File: config.mk
export PLATFORM = sky130hd
export DESIGN_NAME = rarp_dev_flat
export DESIGN_NICKNAME = d
export VERILOG_FILES = /design/src/hw/rarp_pkg.sv /design/src/hw/rarp_if.sv /design/src/hw/rarp_dev.sv /design/src/flat_wrapper.sv
export SDC_FILE = /design/constraint.sdc
export NUM_CORES = 1
export LEC_CHECK = 0
export BUFFER_PORTS_ARGS = -buffer_cell sky130_fd_sc_hd__buf_2
export CELL_PAD_IN_SITES_DETAIL_PLACEMENT = 1
export CELL_PAD_IN_SITES_GLOBAL_PLACEMENT = 1
export CORE_ASPECT_RATIO = 1.4
export CORE_MARGIN = 3
export CORE_UTILIZATION = 25
export DETAILED_ROUTE_END_ITERATION = 12
export GPL_TIMING_DRIVEN = 0
export PLACE_DENSITY_LB_ADDON = 0.1
export SETUP_SLACK_MARGIN = 0.3
export SLEW_MARGIN = 20
export SYNTH_ARGS = -nofsm -noshare
export SYNTH_HDL_FRONTEND = slang
export SYNTH_SLANG_ARGS = --single-unit
export TNS_END_PERCENT = 10
File: constraint.sdc
create_clock -name pclk -period 3.62 [get_ports pclk]
set_clock_uncertainty 0.1 [all_clocks]
set_input_delay 0.181 -clock pclk [delete_from_list [all_inputs] [get_ports pclk]]
set_output_delay 0.181 -clock pclk [all_outputs]
set_load 0.03 [all_outputs]
File: src/hw/rarp_pkg.sv
package rarp_pkg;
   // ****************************************
   // widths and resolution codes
   // ****************************************
   localparam int ANGLE_W = 16;
   localparam int BYTE_W  = 8;
   localparam int CLK_NS  = 4;
   typedef enum logic [1:0] {
      RARP_RES10 = 2'b00,
      RARP_RES12 = 2'b01,
      RARP_RES14 = 2'b10,
      RARP_RES16 = 2'b11
   } rarp_res_t;
   localparam logic [7:0] LOW_MASK_10 = 8'hC0;
   localparam logic [7:0] LOW_MASK_12 = 8'hF0;
   localparam logic [7:0] LOW_MASK_14 = 8'hFC;
   localparam logic [7:0] LOW_MASK_16 = 8'hFF;
   // ****************************************
   // timing, in ns, and derived cycles
   // ****************************************
   // short strobe so a hold landing mid pulse still settles within the hold setup time
   localparam int T_STROBE_NS    = 400;
   localparam int T_CNT_DELAY_NS = 50;
   localparam int T_HOLD_SET_NS  = 500;
   localparam int T_EN_SETUP_NS  = 150;
   localparam int T_EN_WIDTH_NS  = 150;
   localparam int T_RELEASE_NS   = 100;
   localparam int T_HOLD_HIGH_NS = 1000;
   localparam int T_UPDATE_NS    = 2000;
   function automatic int cyc_up(input int ns);
      int c;
      c = (ns + CLK_NS - 1) / CLK_NS;
      return (c < 1) ? 1 : c;
   endfunction
   localparam int STROBE_CYC    = cyc_up(T_STROBE_NS);
   localparam int CNT_DELAY_CYC = cyc_up(T_CNT_DELAY_NS);
   localparam int HOLD_SET_CYC  = cyc_up(T_HOLD_SET_NS);
   localparam int EN_SETUP_CYC  = cyc_up(T_EN_SETUP_NS);
   localparam int EN_WIDTH_CYC  = cyc_up(T_EN_WIDTH_NS);
   localparam int RELEASE_CYC   = cyc_up(T_RELEASE_NS);
   localparam int HOLD_HIGH_CYC = cyc_up(T_HOLD_HIGH_NS);
   localparam int UPDATE_CYC    = cyc_up(T_UPDATE_NS);
   localparam int CNT_W         = 12;
   // ****************************************
   // host apb registers
   // ****************************************
   localparam logic [11:0] REG_CTRL   = 12'h000;
   localparam logic [11:0] REG_STATUS = 12'h004;
   localparam logic [11:0] REG_ANGLE  = 12'h008;
   localparam int CTRL_START = 0;
   localparam int CTRL_WIDE  = 1;
   localparam int CTRL_RES_LO = 2;
endpackage

File: src/hw/rarp_if.sv
`timescale 1ns/1ps
interface rarp_if;
   logic       hold_request_n;
   logic       high_byte_enable_n;
   logic       low_byte_enable_n;
   logic [1:0] res_sel;
   logic       update_strobe;
   logic [7:0] hi_out;
   logic [7:0] hi_oe;
   logic [7:0] lo_out;
   logic [7:0] lo_oe;
   modport dev (
      input  hold_request_n, high_byte_enable_n, low_byte_enable_n, res_sel,
      output update_strobe, hi_out, hi_oe, lo_out, lo_oe
   );
   modport host (
      output hold_request_n, high_byte_enable_n, low_byte_enable_n, res_sel,
      input  update_strobe, hi_out, hi_oe, lo_out, lo_oe
   );
endinterface

File: src/hw/rarp_dev.sv
// The APB register port and the placing of the registers were chosen for this implementation.
`timescale 1ns/1ps
// Contract
// - deliver resolution-sized angle plus update strobe
// - high byte bits 1-8 under high enable
// - low byte bits 9-n under low enable
// - unused low bits read zero
// - angle is natural binary, msb 180 degrees
// - data within 150 ns, release within 100
// - strobe pulse 0.4 to 1.0 us
// - data changes two clocks after strobe fall
// - counter moves 50 ns after strobe begins
// - hold low freezes latch within 0.5 us
// - gate low captures, high follows counter
// - transparent when strobe low, locked when high
// - strobe after hold keeps latch locked
// - hold during strobe locks after pulse
// - hold never disturbs tracking counter
// - host holds, waits 0.5 us, reads, releases
// - hold high at least 1 us reloads
// - byte-wise read timing by host
// - word read timing by host
// - select 00/01/10/11 gives 10/12/14/16 bits
// - resolution sampled at strobe falling edge
module rarp_dev
   import rarp_pkg::*;
#(
   parameter int UPDATE_CYCLES = rarp_pkg::UPDATE_CYC
) (
   // clock and reset
   input  wire logic                   pclk,
   input  wire logic                   presetn,
   // tracking side
   input  wire logic                   track_step,
   input  wire logic                   track_up,
   // link
   rarp_if.dev                         lnk
);
   import rarp_pkg::*;
   // ****************************************
   // tracking counter and strobe
   // ****************************************
   logic [ANGLE_W-1:0] counter;
   logic [CNT_W-1:0]   tick;
   logic [CNT_W-1:0]   str_cnt;
   logic               strobe;
   logic               pending;
   logic               pend_up;
   rarp_res_t          res;
   wire logic [ANGLE_W-1:0] lsb_inc;
   wire logic               str_start;
   wire logic               str_end;
   wire logic               cnt_move;
   // one lsb at the active resolution
   function automatic logic [ANGLE_W-1:0] lsb_of(input rarp_res_t r);
      unique case (r)
         RARP_RES10: return 16'h0040;
         RARP_RES12: return 16'h0010;
         RARP_RES14: return 16'h0004;
         RARP_RES16: return 16'h0001;
      endcase
   endfunction
   assign lsb_inc   = lsb_of(res);
   assign str_start = pending && !strobe;
   assign str_end   = strobe && (str_cnt == CNT_W'(STROBE_CYC - 1));
   assign cnt_move  = strobe && (str_cnt == CNT_W'(CNT_DELAY_CYC));

   always_ff @(posedge pclk or negedge presetn) begin
      if (!presetn) begin
         tick    <= '0;
         pending <= 1'b0;
         pend_up <= 1'b0;
      end else begin
         tick <= (tick == CNT_W'(UPDATE_CYCLES - 1)) ? '0 : tick + 1'b1;
         if (track_step && tick == '0) begin
            pending <= 1'b1;
            pend_up <= track_up;
         end else if (str_start) begin
            pending <= 1'b0;
         end
      end
   end

   // strobe and counter run regardless of hold
   always_ff @(posedge pclk or negedge presetn) begin
      if (!presetn) begin
         strobe  <= 1'b0;
         str_cnt <= '0;
         counter <= '0;
         res     <= RARP_RES16;
      end else begin
         if (str_start) begin
            strobe  <= 1'b1;
            str_cnt <= '0;
         end else if (str_end) begin
            strobe  <= 1'b0;
            res     <= rarp_res_t'(lnk.res_sel);
         end else if (strobe) begin
            str_cnt <= str_cnt + 1'b1;
         end
         if (cnt_move) begin
            counter <= pend_up ? counter + lsb_inc : counter - lsb_inc;
         end
      end
   end
   // ****************************************
   // inhibit latch
   // ****************************************
   logic [ANGLE_W-1:0] latch;
   logic               gate;
   logic               hold_seen;
   wire logic          next_gate;
   // hold counts only once no strobe is in flight
   // a hold taken mid pulse locks before the finished update reaches the latch
   assign next_gate = !strobe && !hold_seen;

   always_ff @(posedge pclk or negedge presetn) begin
      if (!presetn) begin
         hold_seen <= 1'b0;
         gate      <= 1'b1;
         latch     <= '0;
      end else begin
         // hold arriving mid strobe is taken after the pulse
         if (!lnk.hold_request_n && !strobe) begin
            hold_seen <= 1'b1;
         end else if (lnk.hold_request_n) begin
            hold_seen <= 1'b0;
         end
         gate <= next_gate;
         if (gate && next_gate) begin
            latch <= counter;
         end
      end
   end
   // ****************************************
   // byte outputs
   // ****************************************
   wire logic [7:0] low_mask;
   assign low_mask = (res == RARP_RES10) ? LOW_MASK_10 :
                     (res == RARP_RES12) ? LOW_MASK_12 :
                     (res == RARP_RES14) ? LOW_MASK_14 : LOW_MASK_16;

   logic [7:0] hi_q;
   logic [7:0] lo_q;
   logic [7:0] hi_e;
   logic [7:0] lo_e;
   logic       strobe_q;
   always_ff @(posedge pclk or negedge presetn) begin
      if (!presetn) begin
         hi_q     <= '0;
         lo_q     <= '0;
         hi_e     <= '0;
         lo_e     <= '0;
         strobe_q <= 1'b0;
      end else begin
         hi_q     <= latch[ANGLE_W-1 -: BYTE_W];
         lo_q     <= latch[BYTE_W-1:0] & low_mask;
         hi_e     <= {BYTE_W{!lnk.high_byte_enable_n}};
         lo_e     <= {BYTE_W{!lnk.low_byte_enable_n}};
         strobe_q <= strobe;
      end
   end
   assign lnk.hi_out        = hi_q;
   assign lnk.lo_out        = lo_q;
   assign lnk.hi_oe         = hi_e;
   assign lnk.lo_oe         = lo_e;
   assign lnk.update_strobe = strobe_q;
endmodule

File: src/flat_wrapper.sv
// flat-port wrapper written by rule: the top's interface ports become plain ports
module rarp_dev_flat import rarp_pkg::*;
#(
   parameter int UPDATE_CYCLES = rarp_pkg::UPDATE_CYC
)
  (pclk, presetn, track_step, track_up, lnk_hold_request_n, lnk_high_byte_enable_n, lnk_low_byte_enable_n, lnk_res_sel, lnk_update_strobe, lnk_hi_out, lnk_hi_oe, lnk_lo_out, lnk_lo_oe);
  rarp_if lnk_i ();
  input  wire logic pclk;
  input  wire logic presetn;
  input  wire logic track_step;
  input  wire logic track_up;
  input wire logic [$bits(lnk_i.hold_request_n)-1:0] lnk_hold_request_n;
  input wire logic [$bits(lnk_i.high_byte_enable_n)-1:0] lnk_high_byte_enable_n;
  input wire logic [$bits(lnk_i.low_byte_enable_n)-1:0] lnk_low_byte_enable_n;
  input wire logic [$bits(lnk_i.res_sel)-1:0] lnk_res_sel;
  output wire logic [$bits(lnk_i.update_strobe)-1:0] lnk_update_strobe;
  output wire logic [$bits(lnk_i.hi_out)-1:0] lnk_hi_out;
  output wire logic [$bits(lnk_i.hi_oe)-1:0] lnk_hi_oe;
  output wire logic [$bits(lnk_i.lo_out)-1:0] lnk_lo_out;
  output wire logic [$bits(lnk_i.lo_oe)-1:0] lnk_lo_oe;
  assign lnk_i.hold_request_n = lnk_hold_request_n;
  assign lnk_i.high_byte_enable_n = lnk_high_byte_enable_n;
  assign lnk_i.low_byte_enable_n = lnk_low_byte_enable_n;
  assign lnk_i.res_sel = lnk_res_sel;
  assign lnk_update_strobe = lnk_i.update_strobe;
  assign lnk_hi_out = lnk_i.hi_out;
  assign lnk_hi_oe = lnk_i.hi_oe;
  assign lnk_lo_out = lnk_i.lo_out;
  assign lnk_lo_oe = lnk_i.lo_oe;
  rarp_dev #(.UPDATE_CYCLES(UPDATE_CYCLES)) u_core (.pclk(pclk), .presetn(presetn), .track_step(track_step), .track_up(track_up), .lnk(lnk_i));
endmodule
==> impl_metrics.tcl, run 1 <==
set metrics [dict create \
    hold_path_end "u_core.pending" \
    cts-root-buf "clkbuf_16" \
    insertion_delay_ps 340 \
    yosys.area.top_type "dfrtp_1" \
    cts_tree "yes" \
    max_freq_mhz 327 \
    design_area_um2 4910 \
    hold_viol 0 \
    areaGrowthSynthToFinish_pct 20.0 \
    fin_crit_ps 3060 \
    grt_pass1_vias 3200 \
    slew_violations 0 \
    path_cells "clkbuf_2 > nand2b_1 > ha_1 > nand2_1 > o21ai_0 > ha_1 > nand3_1 > a21oi_1 > nor2_2 > o21ai_0 > nand4_1 > mux2i_1" \
    antenna_found_initial 0 \
    cts-buffers-inserted 9 \
    r2r-start "u_core.res[1]" \
    coreArea_um2 15800 \
    rows 54 \
    yosys-top-cells-area "dfrtp_1 (48%), ha_1 (6.7%), mux2_2 (5.5%), xor2_1 (3.4%), nand2_1 (3.0%)" \
    synth_area_um2 4100 \
    path_class "reg -> reg" \
    clock_sinks 82 \
    path_clk_slew_ps 60 \
    worst_slew_pin_slew_ps 802 \
    tns_ps 0 \
    endpoint_kind "register" \
    required_ps 3740 \
    pwr-share-seq 0.481 \
    yosysTopAreaCellShare 0.483 \
    switchingPower_uw 491 \
    multi_input_area_um2 1830 \
    dp_hpwl_mm 7.28 \
    period_share 0.845 \
    avgViaCountPerCell 4.61 \
    ys_types 49 \
    n_fill_cell 1805 \
    crit_path_start_kind "register" \
    cts_max_level 3 \
    crit_path_max_incr_delay_ps 510 \
    pre_cts_slack_ps 265 \
    r2r-end "u_core.counter[13]" \
    synthArstFlopShare 1.00 \
    grt_pass1_wl_mm 17.0 \
    die_h_um 157 \
    vdd_drop_max_uv 190 \
    drive_gt1_frac 0.231 \
    netlist_instances 386 \
    track_usage 0.122 \
    slew_headroom 0.461 \
    synthFlopType "dfrtp_1" \
    wl_per_cell_um 15.3 \
    grt-ovfl-total 0 \
    place_area_um2 4580 \
    worst-path-max-fanout 10 \
    diodes 0 \
    switching_share 0.252 \
    yosysWarnings 0 \
    crit_start "u_core.res[1]" \
    r2r_cells 12 \
    whs_path_depth 4 \
    die_w_um 114 \
    post-route-drc-count 0 \
    worst_slack_ps 561 \
    syn_nets 418 \
    clockBufferDepth 2 \
    drt_iter0_drc 136 \
    initial_core_util 0.259 \
    p_leak_nw 2.37 \
    r2r_slack_ps 560 \
    crit_arrival_ps 3180 \
    hold_class "in -> reg" \
    yosysMostFrequentCell "dfrtp_1" \
    dieArea_um2 18000 \
    synth_edf_count 0 \
    regArea_um2 2060 \
    ant_nets 0 \
    numPortBuffers 41 \
    fin_nets 478 \
    internal-power_mw 1.46 \
    num_vias 2981 \
    grt_max_degree 45 \
    firstDrtPassIters 4 \
    place_congestion 0.811 \
    cp_slowest_cell "dfstp_2" \
    routed_wl_mm 9.92 \
    ys_seq_elements 82 \
    power_frac_comb 0.094 \
    finalSetupViolCount 0 \
    power.density_nw_per_um2 397 \
    min-delay-start "track_step" \
    rsz0062_at_grt "true" \
    synthTopCellsByCount "dfrtp_1 (79), nand2_1 (33), nor2_1 (31), o21ai_0 (23)" \
    outcome "completed" \
    io_pins 42 \
    drv_cap 0 \
    ys_seq_area_frac 0.502 \
    power_frac_clock 0.425 \
    synth_area_per_cell_um2 10.6 \
]
per-layer routing:
| layer | GRT usage | up-vias | wire (um) |
|---|---|---|---|
| li1 | - | 1446 | - |
| met1 | 0.145 | 1487 | 4220 |
| met2 | 0.214 | 36 | 5210 |
| met3 | 0.0269 | 12 | 298 |
| met4 | 0.0487 | 0 | 184 |
| met5 | 0 | - | 0 |
worst max-delay path by stage:
stage,end,depth (start not counted)
final,u_core.counter[13],12
after CTS,u_core.counter[10],12
after global placement,u_core.counter[10],12
after floorplan,u_core.counter[10],12
after global routing,u_core.counter[10],12
after detailed placement,u_core.counter[10],12
cells in the final DEF, fill, tap and decap left out, types with 4 or more instances in the layout:
cell and count:
o21ai_0 23, xnor2_1 13, nand3_1 18, buf_2 41, xor2_1 16, inv_1 16
clkbuf_16 9, buf_4 15, ha_1 22, nor2b_1 4, dfrtp_1 79, clkbuf_1 10
nand4_1 8, a21oi_1 22, nor2_1 30, and2_1 4, mux2_2 20, and3_1 6
dlygate4sd3_1 7, nand2_1 33, nor3_1 4
sequential cells by signal, summed over array words and instances, names as in the netlist:
register	flops
u_core.lnk.lo_oe	1
u_core.lnk.lo_out	8
u_core.lnk.update_strobe	1
u_core.lnk.hi_oe	1
u_core.pend_up	1
u_core.hold_seen	1
u_core.str_cnt	12
u_core.tick	12
u_core.counter	16
u_core.gate	1
u_core.latch	16
u_core.lnk.hi_out	8
u_core.strobe	1
u_core.pending	1
u_core.res	2
stage by stage:
step | cells | utilization | hold WS, ps | power, mW
finish | 647 | 0.311 | 191 | 1.95
global route | 647 | 0.311 | 212 | 2.06
CTS | 647 | 0.311 | 194 | 2.01
detailed placement | 624 | 0.289 | 112 | 1.13
global placement | 623 | 0.288 | 228 | 1.13
floorplan | 386 | - | -215 | 1.07
cell type report:
class,count,share of cell area
clock inverters,5,0.00636
inverters,16,0.0122
clock buffers,11,0.0474
repair buffers,49,0.0621
multi-input cells,263,0.372
well taps,196,0.0499
flip-flops and latches,82,0.418
plain buffers,25,0.0318
power groups by stage:
stage	Sequential (mW)	Combinational (mW)	Clock, mW
floorplan	0.954	0.114	0
global placement	0.954	0.173	0
detailed placement	0.955	0.180	0
CTS	0.938	0.188	0.880
global route	0.940	0.206	0.918
finish	0.938	0.183	0.830
cell families (layout without fill, tap and decap cells):
group	after synthesis	in the layout	share of synthesized area
AND/OR/NAND/NOR	122	122	0.151
adder cells (fa/ha/maj)	23	23	0.0721
buffers and inverters	41	106	0.0525
AO/OA/AOI/OAI	66	66	0.0984
XOR/XNOR	29	29	0.0620
flip-flops	82	82	0.502
multiplexers	23	23	0.0623
worst max-delay path, delay by kind of cell, from the launching register on:
family,cells,cell delay [ps]
compound gates,3,730
simple gates,5,570
fa+ha+maj,2,640
buf+inv,1,210
mux,1,160
flops,1,510
what timing repair did:
item,in CTS,in global routing
setup endpoints to repair,2,4
pin swaps,0,0
resized for setup,1,2
buffers inserted,0,0
endpoints found under the hold margin,43,0
hold buffers,7,0
(Power assumes the default switching activity.)
==> run 2: changes to the inputs <==
--- a/config.mk
+++ b/config.mk
@@ -5,6 +5,7 @@
 export SDC_FILE = /design/constraint.sdc
 export NUM_CORES = 1
 export LEC_CHECK = 0
+export ABC_AREA = 1
 export BUFFER_PORTS_ARGS = -buffer_cell sky130_fd_sc_hd__buf_2
 export CELL_PAD_IN_SITES_DETAIL_PLACEMENT = 1
 export CELL_PAD_IN_SITES_GLOBAL_PLACEMENT = 1
==> constraint.sdc (replaced) <==
create_clock -name pclk -period 2.8 [get_ports pclk]
set_clock_uncertainty 0.1 [all_clocks]
set_input_delay 0.14 -clock pclk [delete_from_list [all_inputs] [get_ports pclk]]
set_output_delay 0.14 -clock pclk [all_outputs]
set_load 0.03 [all_outputs]
==> run 2 against run 1 <==
Compared with the run above: highest routed layer unchanged; synthesized cell count increased by 43%; register-to-register slack got worse by 120 ps; largest power group is now clock; die area increased by 9.7%; critical path depth increased by 1; total power increased by 38%; combinational power increased by 43%; via count increased by 23%; worst hold slack got worse by 27 ps; first-iteration DRC count decreased by 43%; final area increased by 13%; synthesized area increased by 10%; critical path type unchanged; final cell count increased by 33%.
==> impl_metrics.tcl, run 2 <==
set metrics [dict create \
    vdd_drop_max_uv 193 \
    synthFlopType "dfrtp_1" \
    die_w_um 120 \
    areaGrowthSynthToFinish_pct 23.2 \
    dp_hpwl_mm 8.90 \
    fin_nets 650 \
    firstDrtPassIters 5 \
    yosysWarnings 0 \
    synth_area_per_cell_um2 8.16 \
    yosysMostFrequentCell "nand2_1" \
    grtUsageMet3 0.0226 \
    dp.cells 831 \
    cts_max_level 3 \
    yosysTopAreaCellShare 0.438 \
    cp_slowest_cell "dfstp_2" \
    min-delay-start "track_step" \
    rows 57 \
    diodes 0 \
    path_class "reg -> reg" \
    clock_sinks 82 \
    dieArea_um2 19700 \
    yosys.area.top_type "dfrtp_1" \
    final_cell_mix "nand2_1 (136), inv_1 (84), dfrtp_1 (79)" \
    grt-ovfl-total 0 \
    grt_pass1_vias 4041 \
    synth_area_um2 4510 \
    netlist_instances 553 \
    worst-path-max-fanout 5 \
    power_frac_comb 0.097 \
    whs_path_depth 4 \
    r2r-end "u_core.counter[12]" \
    post-route-drc-count 0 \
    largestRegisters "u_core.counter: 16 flops, u_core.latch: 16 flops" \
    fin_util 0.317 \
    ys_seq_area_frac 0.455 \
    io_pins 42 \
    initial_core_util 0.257 \
    r2r_slack_ps 440 \
    endpoint_kind "register" \
    cts_tree "yes" \
    r2r_cells 13 \
    hold_slack_ps 165 \
    track_usage 0.128 \
    drive_gt1_frac 0.234 \
    insertion_delay_ps 350 \
    ant_nets 0 \
    crit_buf_inv 3 \
    place_congestion 0.789 \
    slew_violations 0 \
    switchingPower_uw 679 \
    crit_path_start_kind "register" \
    drt_iter0_drc 78 \
    rsz0062_at_grt "true" \
    required_ps 2930 \
    clockBufferDepth 2 \
    antenna_found_initial 0 \
    grt.busiest_layer "met2" \
    cp_common_cell "nand3_1" \
    synthArstFlopShare 1.00 \
    hold_path_end "u_core.pend_up" \
    coreArea_um2 17500 \
    die_h_um 165 \
    use_met2 0.240 \
    synth_edf_count 0 \
    syn_nets 585 \
    pwr-share-seq 0.450 \
    drv_cap 0 \
    numPortBuffers 41 \
    crit_path_max_incr_delay_ps 590 \
    period_share 0.842 \
    num_vias 3673 \
    wl_per_cell_um 13.5 \
    outcome "completed" \
    hold_viol 0 \
    stdcell_count 859 \
    r2r-start "u_core.res[1]" \
    power.total_mw 2.69 \
    internal-power_mw 2.01 \
    grt_pass1_wl_mm 19.8 \
    cts-root-buf "clkbuf_16" \
    worst_slew_pin_slew_ps 493 \
    avgViaCountPerCell 4.28 \
    routed_wl_mm 11.6 \
    finalSetupViolCount 0 \
    switching_share 0.252 \
    hold_class "in -> reg" \
    critical_path.top_delay_family "simple AND/OR/NAND/NOR gates" \
    power.density_nw_per_um2 484 \
    grt_max_degree 48 \
    ys_types 35 \
    ys_seq_elements 82 \
    fin_crit_ps 2360 \
    path_clk_slew_ps 70 \
    grt_use_met1 0.142 \
    crit_arrival_ps 2490 \
    synthTopCellsByCount "nand2_1 (142), inv_1 (85), dfrtp_1 (79), nor2_1 (49), nand3_1 (35)" \
    p_leak_nw 2.93 \
    layout_commonest_cell "nand2_1" \
    slew_headroom 0.671 \
    yosys-top-cells-area "dfrtp_1 (44%), nand2_1 (12%), inv_1 (7.1%), ha_1 (6.1%), nor2_1 (4.1%)" \
    power_frac_clock 0.453 \
    cts-buffers-inserted 9 \
    max_freq_mhz 424 \
    path_cells "nand2_4 > inv_1 > ha_1 > inv_1 > fa_1 > inv_1 > nand3_1 > nand3_2 > nand3_1 > nand3_1 > nand2_1 > nand3_1 > nand2_1" \
    tns_ps 0 \
]
-- run 2: cell types whose count changed in the layout (fill, tap and decap cells not counted), sizes merged, moves of 6 or more --
cell / change
a21oi: -6
xnor2: -9
inv: +73
mux2: -9
and3: -6
clkbuf: -9
nor3: +8
nor2: +22
xor2: -8
buf: +8
nand3: +21
nand2: +115
-- run 2: through the flow --
step | cell area (um2) | setup WS [ps]
floorplan | 4510 | 476
global placement | 5010 | -55.9
detailed placement | 5040 | -52.1
CTS | 5480 | 311
global route | 5560 | 240
finish | 5560 | 442
-- run 2: repair_timing --
item,in CTS,in global routing
endpoints found under the hold margin,41,0
setup buffers,5,0
setup endpoints to repair,12,11
hold buffers,7,0
pin swaps,1,6
gates resized for setup,7,17
-- run 2: logic make-up after synthesis --
group           Yosys count  synth area share
simple gates            268             0.264
buf+inv                 111             0.108
flops                    82             0.455
compound gates           46            0.0568
fa+ha+maj                23            0.0654
xor+xnor                 12            0.0233
mux                      11            0.0274
-- run 2: layer usage --
layer,share of wire,vias to the layer above
li1,-,1849
met1,0.41,1776
met2,0.55,29
met3,0.019,19
met4,0.020,0
met5,0,-
-- run 2: how the worst max path moves through the flow --
stage | startpoint | endpoint | cells past startpoint
after floorplan | u_core.res[1] | u_core.counter[5] | 12
after global placement | u_core.pend_up | u_core.counter[5] | 11
after detailed placement | u_core.pend_up | u_core.counter[5] | 11
after CTS | u_core.res[1] | u_core.counter[5] | 12
after global routing | u_core.res[1] | u_core.counter[12] | 13
final | u_core.res[1] | u_core.counter[12] | 13
-- run 2: power by group through the flow --
stage / registers, mW / clock network [mW] / logic [mW]
6_report: 1.21 / 1.22 / 0.261
5_1_grt: 1.21 / 1.33 / 0.297
3_3_place_gp: 1.23 / 0 / 0.234
2_1_floorplan: 1.23 / 0 / 0.154
4_1_cts: 1.21 / 1.27 / 0.259
3_5_place_dp: 1.23 / 0 / 0.244
-- run 2: final cells by class --
type,instances,area [um2]
clock inverter,6,66.3
clock buffer,10,239
timing repair buffer,54,343
inverter,91,347
tap,236,295
fill,2149,12000
buffer,20,146
sequential,82,2060
multi-input combinational,360,2070
-- run 2: tightest hold or removal path, stage by stage --
cell and delay, ps:
buf_2 100, nand3_1 70, or3_1 170, a21oi_1 80
==> run 3: changes to the inputs <==
--- a/config.mk
+++ b/config.mk
@@ -5,7 +5,7 @@
 export SDC_FILE = /design/constraint.sdc
 export NUM_CORES = 1
 export LEC_CHECK = 0
-export ABC_AREA = 1
+export ABC_AREA = 0
 export BUFFER_PORTS_ARGS = -buffer_cell sky130_fd_sc_hd__buf_2
 export CELL_PAD_IN_SITES_DETAIL_PLACEMENT = 1
 export CELL_PAD_IN_SITES_GLOBAL_PLACEMENT = 1
==> constraint.sdc (replaced) <==
create_clock -name pclk -period 2.15 [get_ports pclk]
set_clock_uncertainty 0.1 [all_clocks]
set_input_delay 0.1075 -clock pclk [delete_from_list [all_inputs] [get_ports pclk]]
set_output_delay 0.1075 -clock pclk [all_outputs]
set_load 0.03 [all_outputs]
==> run 3 against run 2 <==
Compared with the run above: the flow now finishes with violations (negative setup slack); register-to-register slack got worse by 910 ps; critical path depth fell by 1; non-clock buffer count rose by 31; highest routed layer unchanged.
==> impl_metrics.tcl, run 3 (same netlist as run 1, synthesis figures left out) <==
set metrics [dict create \
    avgViaCountPerCell 4.65 \
    cts_tree "yes" \
    final_cell_mix "dfrtp_1 (77), buf_4 (46), buf_2 (43)" \
    diodes 0 \
    slew_violations 0 \
    coreArea_um2 15800 \
    numPortBuffers 41 \
    path_clk_slew_ps 60 \
    worst-path-max-fanout 4 \
    grt_pass1_vias 3438 \
    dp_hpwl_mm 7.30 \
    n_fill_cell 1758 \
    slew_headroom 0.633 \
    endpoint_kind "register" \
    initial_core_util 0.259 \
    drv_cap 0 \
    worst_slack_ps -469 \
    design_area_um2 5710 \
    drive_gt1_frac 0.434 \
    hold_viol 0 \
    fin_crit_ps 2620 \
    r2r_slack_ps -470 \
    track_usage 0.127 \
    die_h_um 157 \
    vdd_drop_max_uv 248 \
    fin_nets 509 \
    grt-ovfl-total 0 \
    wl_per_cell_um 15.9 \
    antenna_found_initial 0 \
    grt_max_degree 49 \
    finalSetupViolCount 11 \
    multi_input_area_um2 2290 \
    outcome "finished with violations" \
    path_class "reg -> reg" \
    num_vias 3155 \
    violations "negative setup slack" \
    required_ps 2270 \
    regArea_um2 2060 \
    place_area_um2 4590 \
    tns_ps -3390 \
    areaGrowthSynthToFinish_pct 39.3 \
    clock_sinks 82 \
    insertion_delay_ps 350 \
    place_congestion 0.829 \
    cts-buffers-inserted 9 \
    drt_iter0_drc 78 \
    crit_path_start_kind "register" \
    pre_cts_slack_ps -884 \
    cts_max_level 3 \
    hold_class "in -> reg" \
    p_leak_nw 2.59 \
    post-route-drc-count 0 \
    worst_slew_pin_slew_ps 547 \
    rows 54 \
    max_freq_mhz 382 \
    largestRegisters "u_core.counter: 16 flops, u_core.latch: 16 flops" \
    period_share 1.22 \
    grt_pass1_wl_mm 17.7 \
    dieArea_um2 18000 \
    die_w_um 114 \
    rsz0062_at_grt "true" \
    clockBufferDepth 2 \
    io_pins 42 \
    routed_wl_mm 10.8 \
    cts-root-buf "clkbuf_16" \
    crit_arrival_ps 2730 \
    firstDrtPassIters 4 \
    power.density_nw_per_um2 627 \
    layout_commonest_cell "dfrtp_1" \
    ant_nets 0 \
]
==> run 3: cell types whose count changed in the layout (fill, tap and decap cells not counted), moves of 7 or more <==
| cell | previous run | this run |
|---|---|---|
| nand2_1 | 136 | 28 |
| inv_1 | 84 | 12 |
| buf_4 | 22 | 46 |
| nor2_1 | 47 | 23 |
| nand3_1 | 30 | 15 |
| o21ai_0 | 20 | 8 |
| ha_1 | 20 | 11 |
| xnor2_1 | 4 | 13 |
| nor3_1 | 11 | 3 |
| o21ai_1 | 2 | 10 |
| xor2_1 | 8 | 16 |
| a21oi_2 | 2 | 9 |
| ha_4 | 2 | 9 |
| nand2_2 | 10 | 3 |
==> run 3: report_power, final <==
| part | internal (mW) | switching (mW) | total, mW |
|---|---|---|---|
| Clock | 0.964 | 0.646 | 1.61 |
| Sequential | 1.56 | 0.0207 | 1.58 |
| Combinational | 0.165 | 0.225 | 0.390 |
| Total | 2.69 | 0.892 | 3.58 |
==> run 3: repair_timing <==
action / 4_1_cts / 5_1_grt
setup buffers: 16 / 15
resized for setup: 78 / 50
hold endpoints to repair: 40 / 0
hold buffers: 7 / 0
pin swaps: 39 / 42
endpoints found under the setup margin: 41 / 40
==> run 3: cell type report <==
type,count,share of cell area
multi-input cells,263,0.401
flip-flops and latches,82,0.361
repair buffers,80,0.0949
clock buffers,12,0.0449
well taps,196,0.0430
plain buffers,25,0.0349
inverters,16,0.0121
clock inverters,4,0.00899
==> run 3: per-layer routing <==
metal | vias to the layer above | global-route usage | routed length (um)
met5 | - | 0 | 0
met4 | 0 | 0.0566 | 216
met3 | 11 | 0.0258 | 263
met2 | 31 | 0.226 | 5870
met1 | 1613 | 0.146 | 4430
li1 | 1500 | - | -
==> run 3: path summary, 6_finish.rpt <==
check                           startpoint  cells after the start              endpoint
max in group asynchronous          presetn                      3         u_core.res[1]
max                          u_core.res[1]                     12    u_core.counter[12]
max reg2reg                  u_core.res[1]                     12    u_core.counter[12]
min                             track_step                      4        u_core.pending
min in group asynchronous          presetn                      2  u_core.lnk.lo_out[2]
min reg2reg                u_core.latch[6]                      0  u_core.lnk.lo_out[6]
==> run 3: critical path: stages (launching register included) <==
cell and delay, ps:
dfstp_2 540, buf_8 120, nand2_4 70, inv_4 70, ha_4 140, inv_4 40, fa_2 380, nand2b_4 180
a21oi_4 160, o2111ai_2 140, a21oi_2 190, mux2i_1 230, o311ai_2 120
==> run 3: through the flow <==
stage | total power, mW | std cells | utilization | hold WS [ps]
floorplan | 1.80 | 386 | - | -288
global placement | 1.90 | 623 | 0.288 | 155
detailed placement | 1.91 | 624 | 0.290 | 18.3
CTS | 3.59 | 663 | 0.342 | 91.5
global route | 3.76 | 678 | 0.361 | 96.3
finish | 3.58 | 678 | 0.361 | 87.0
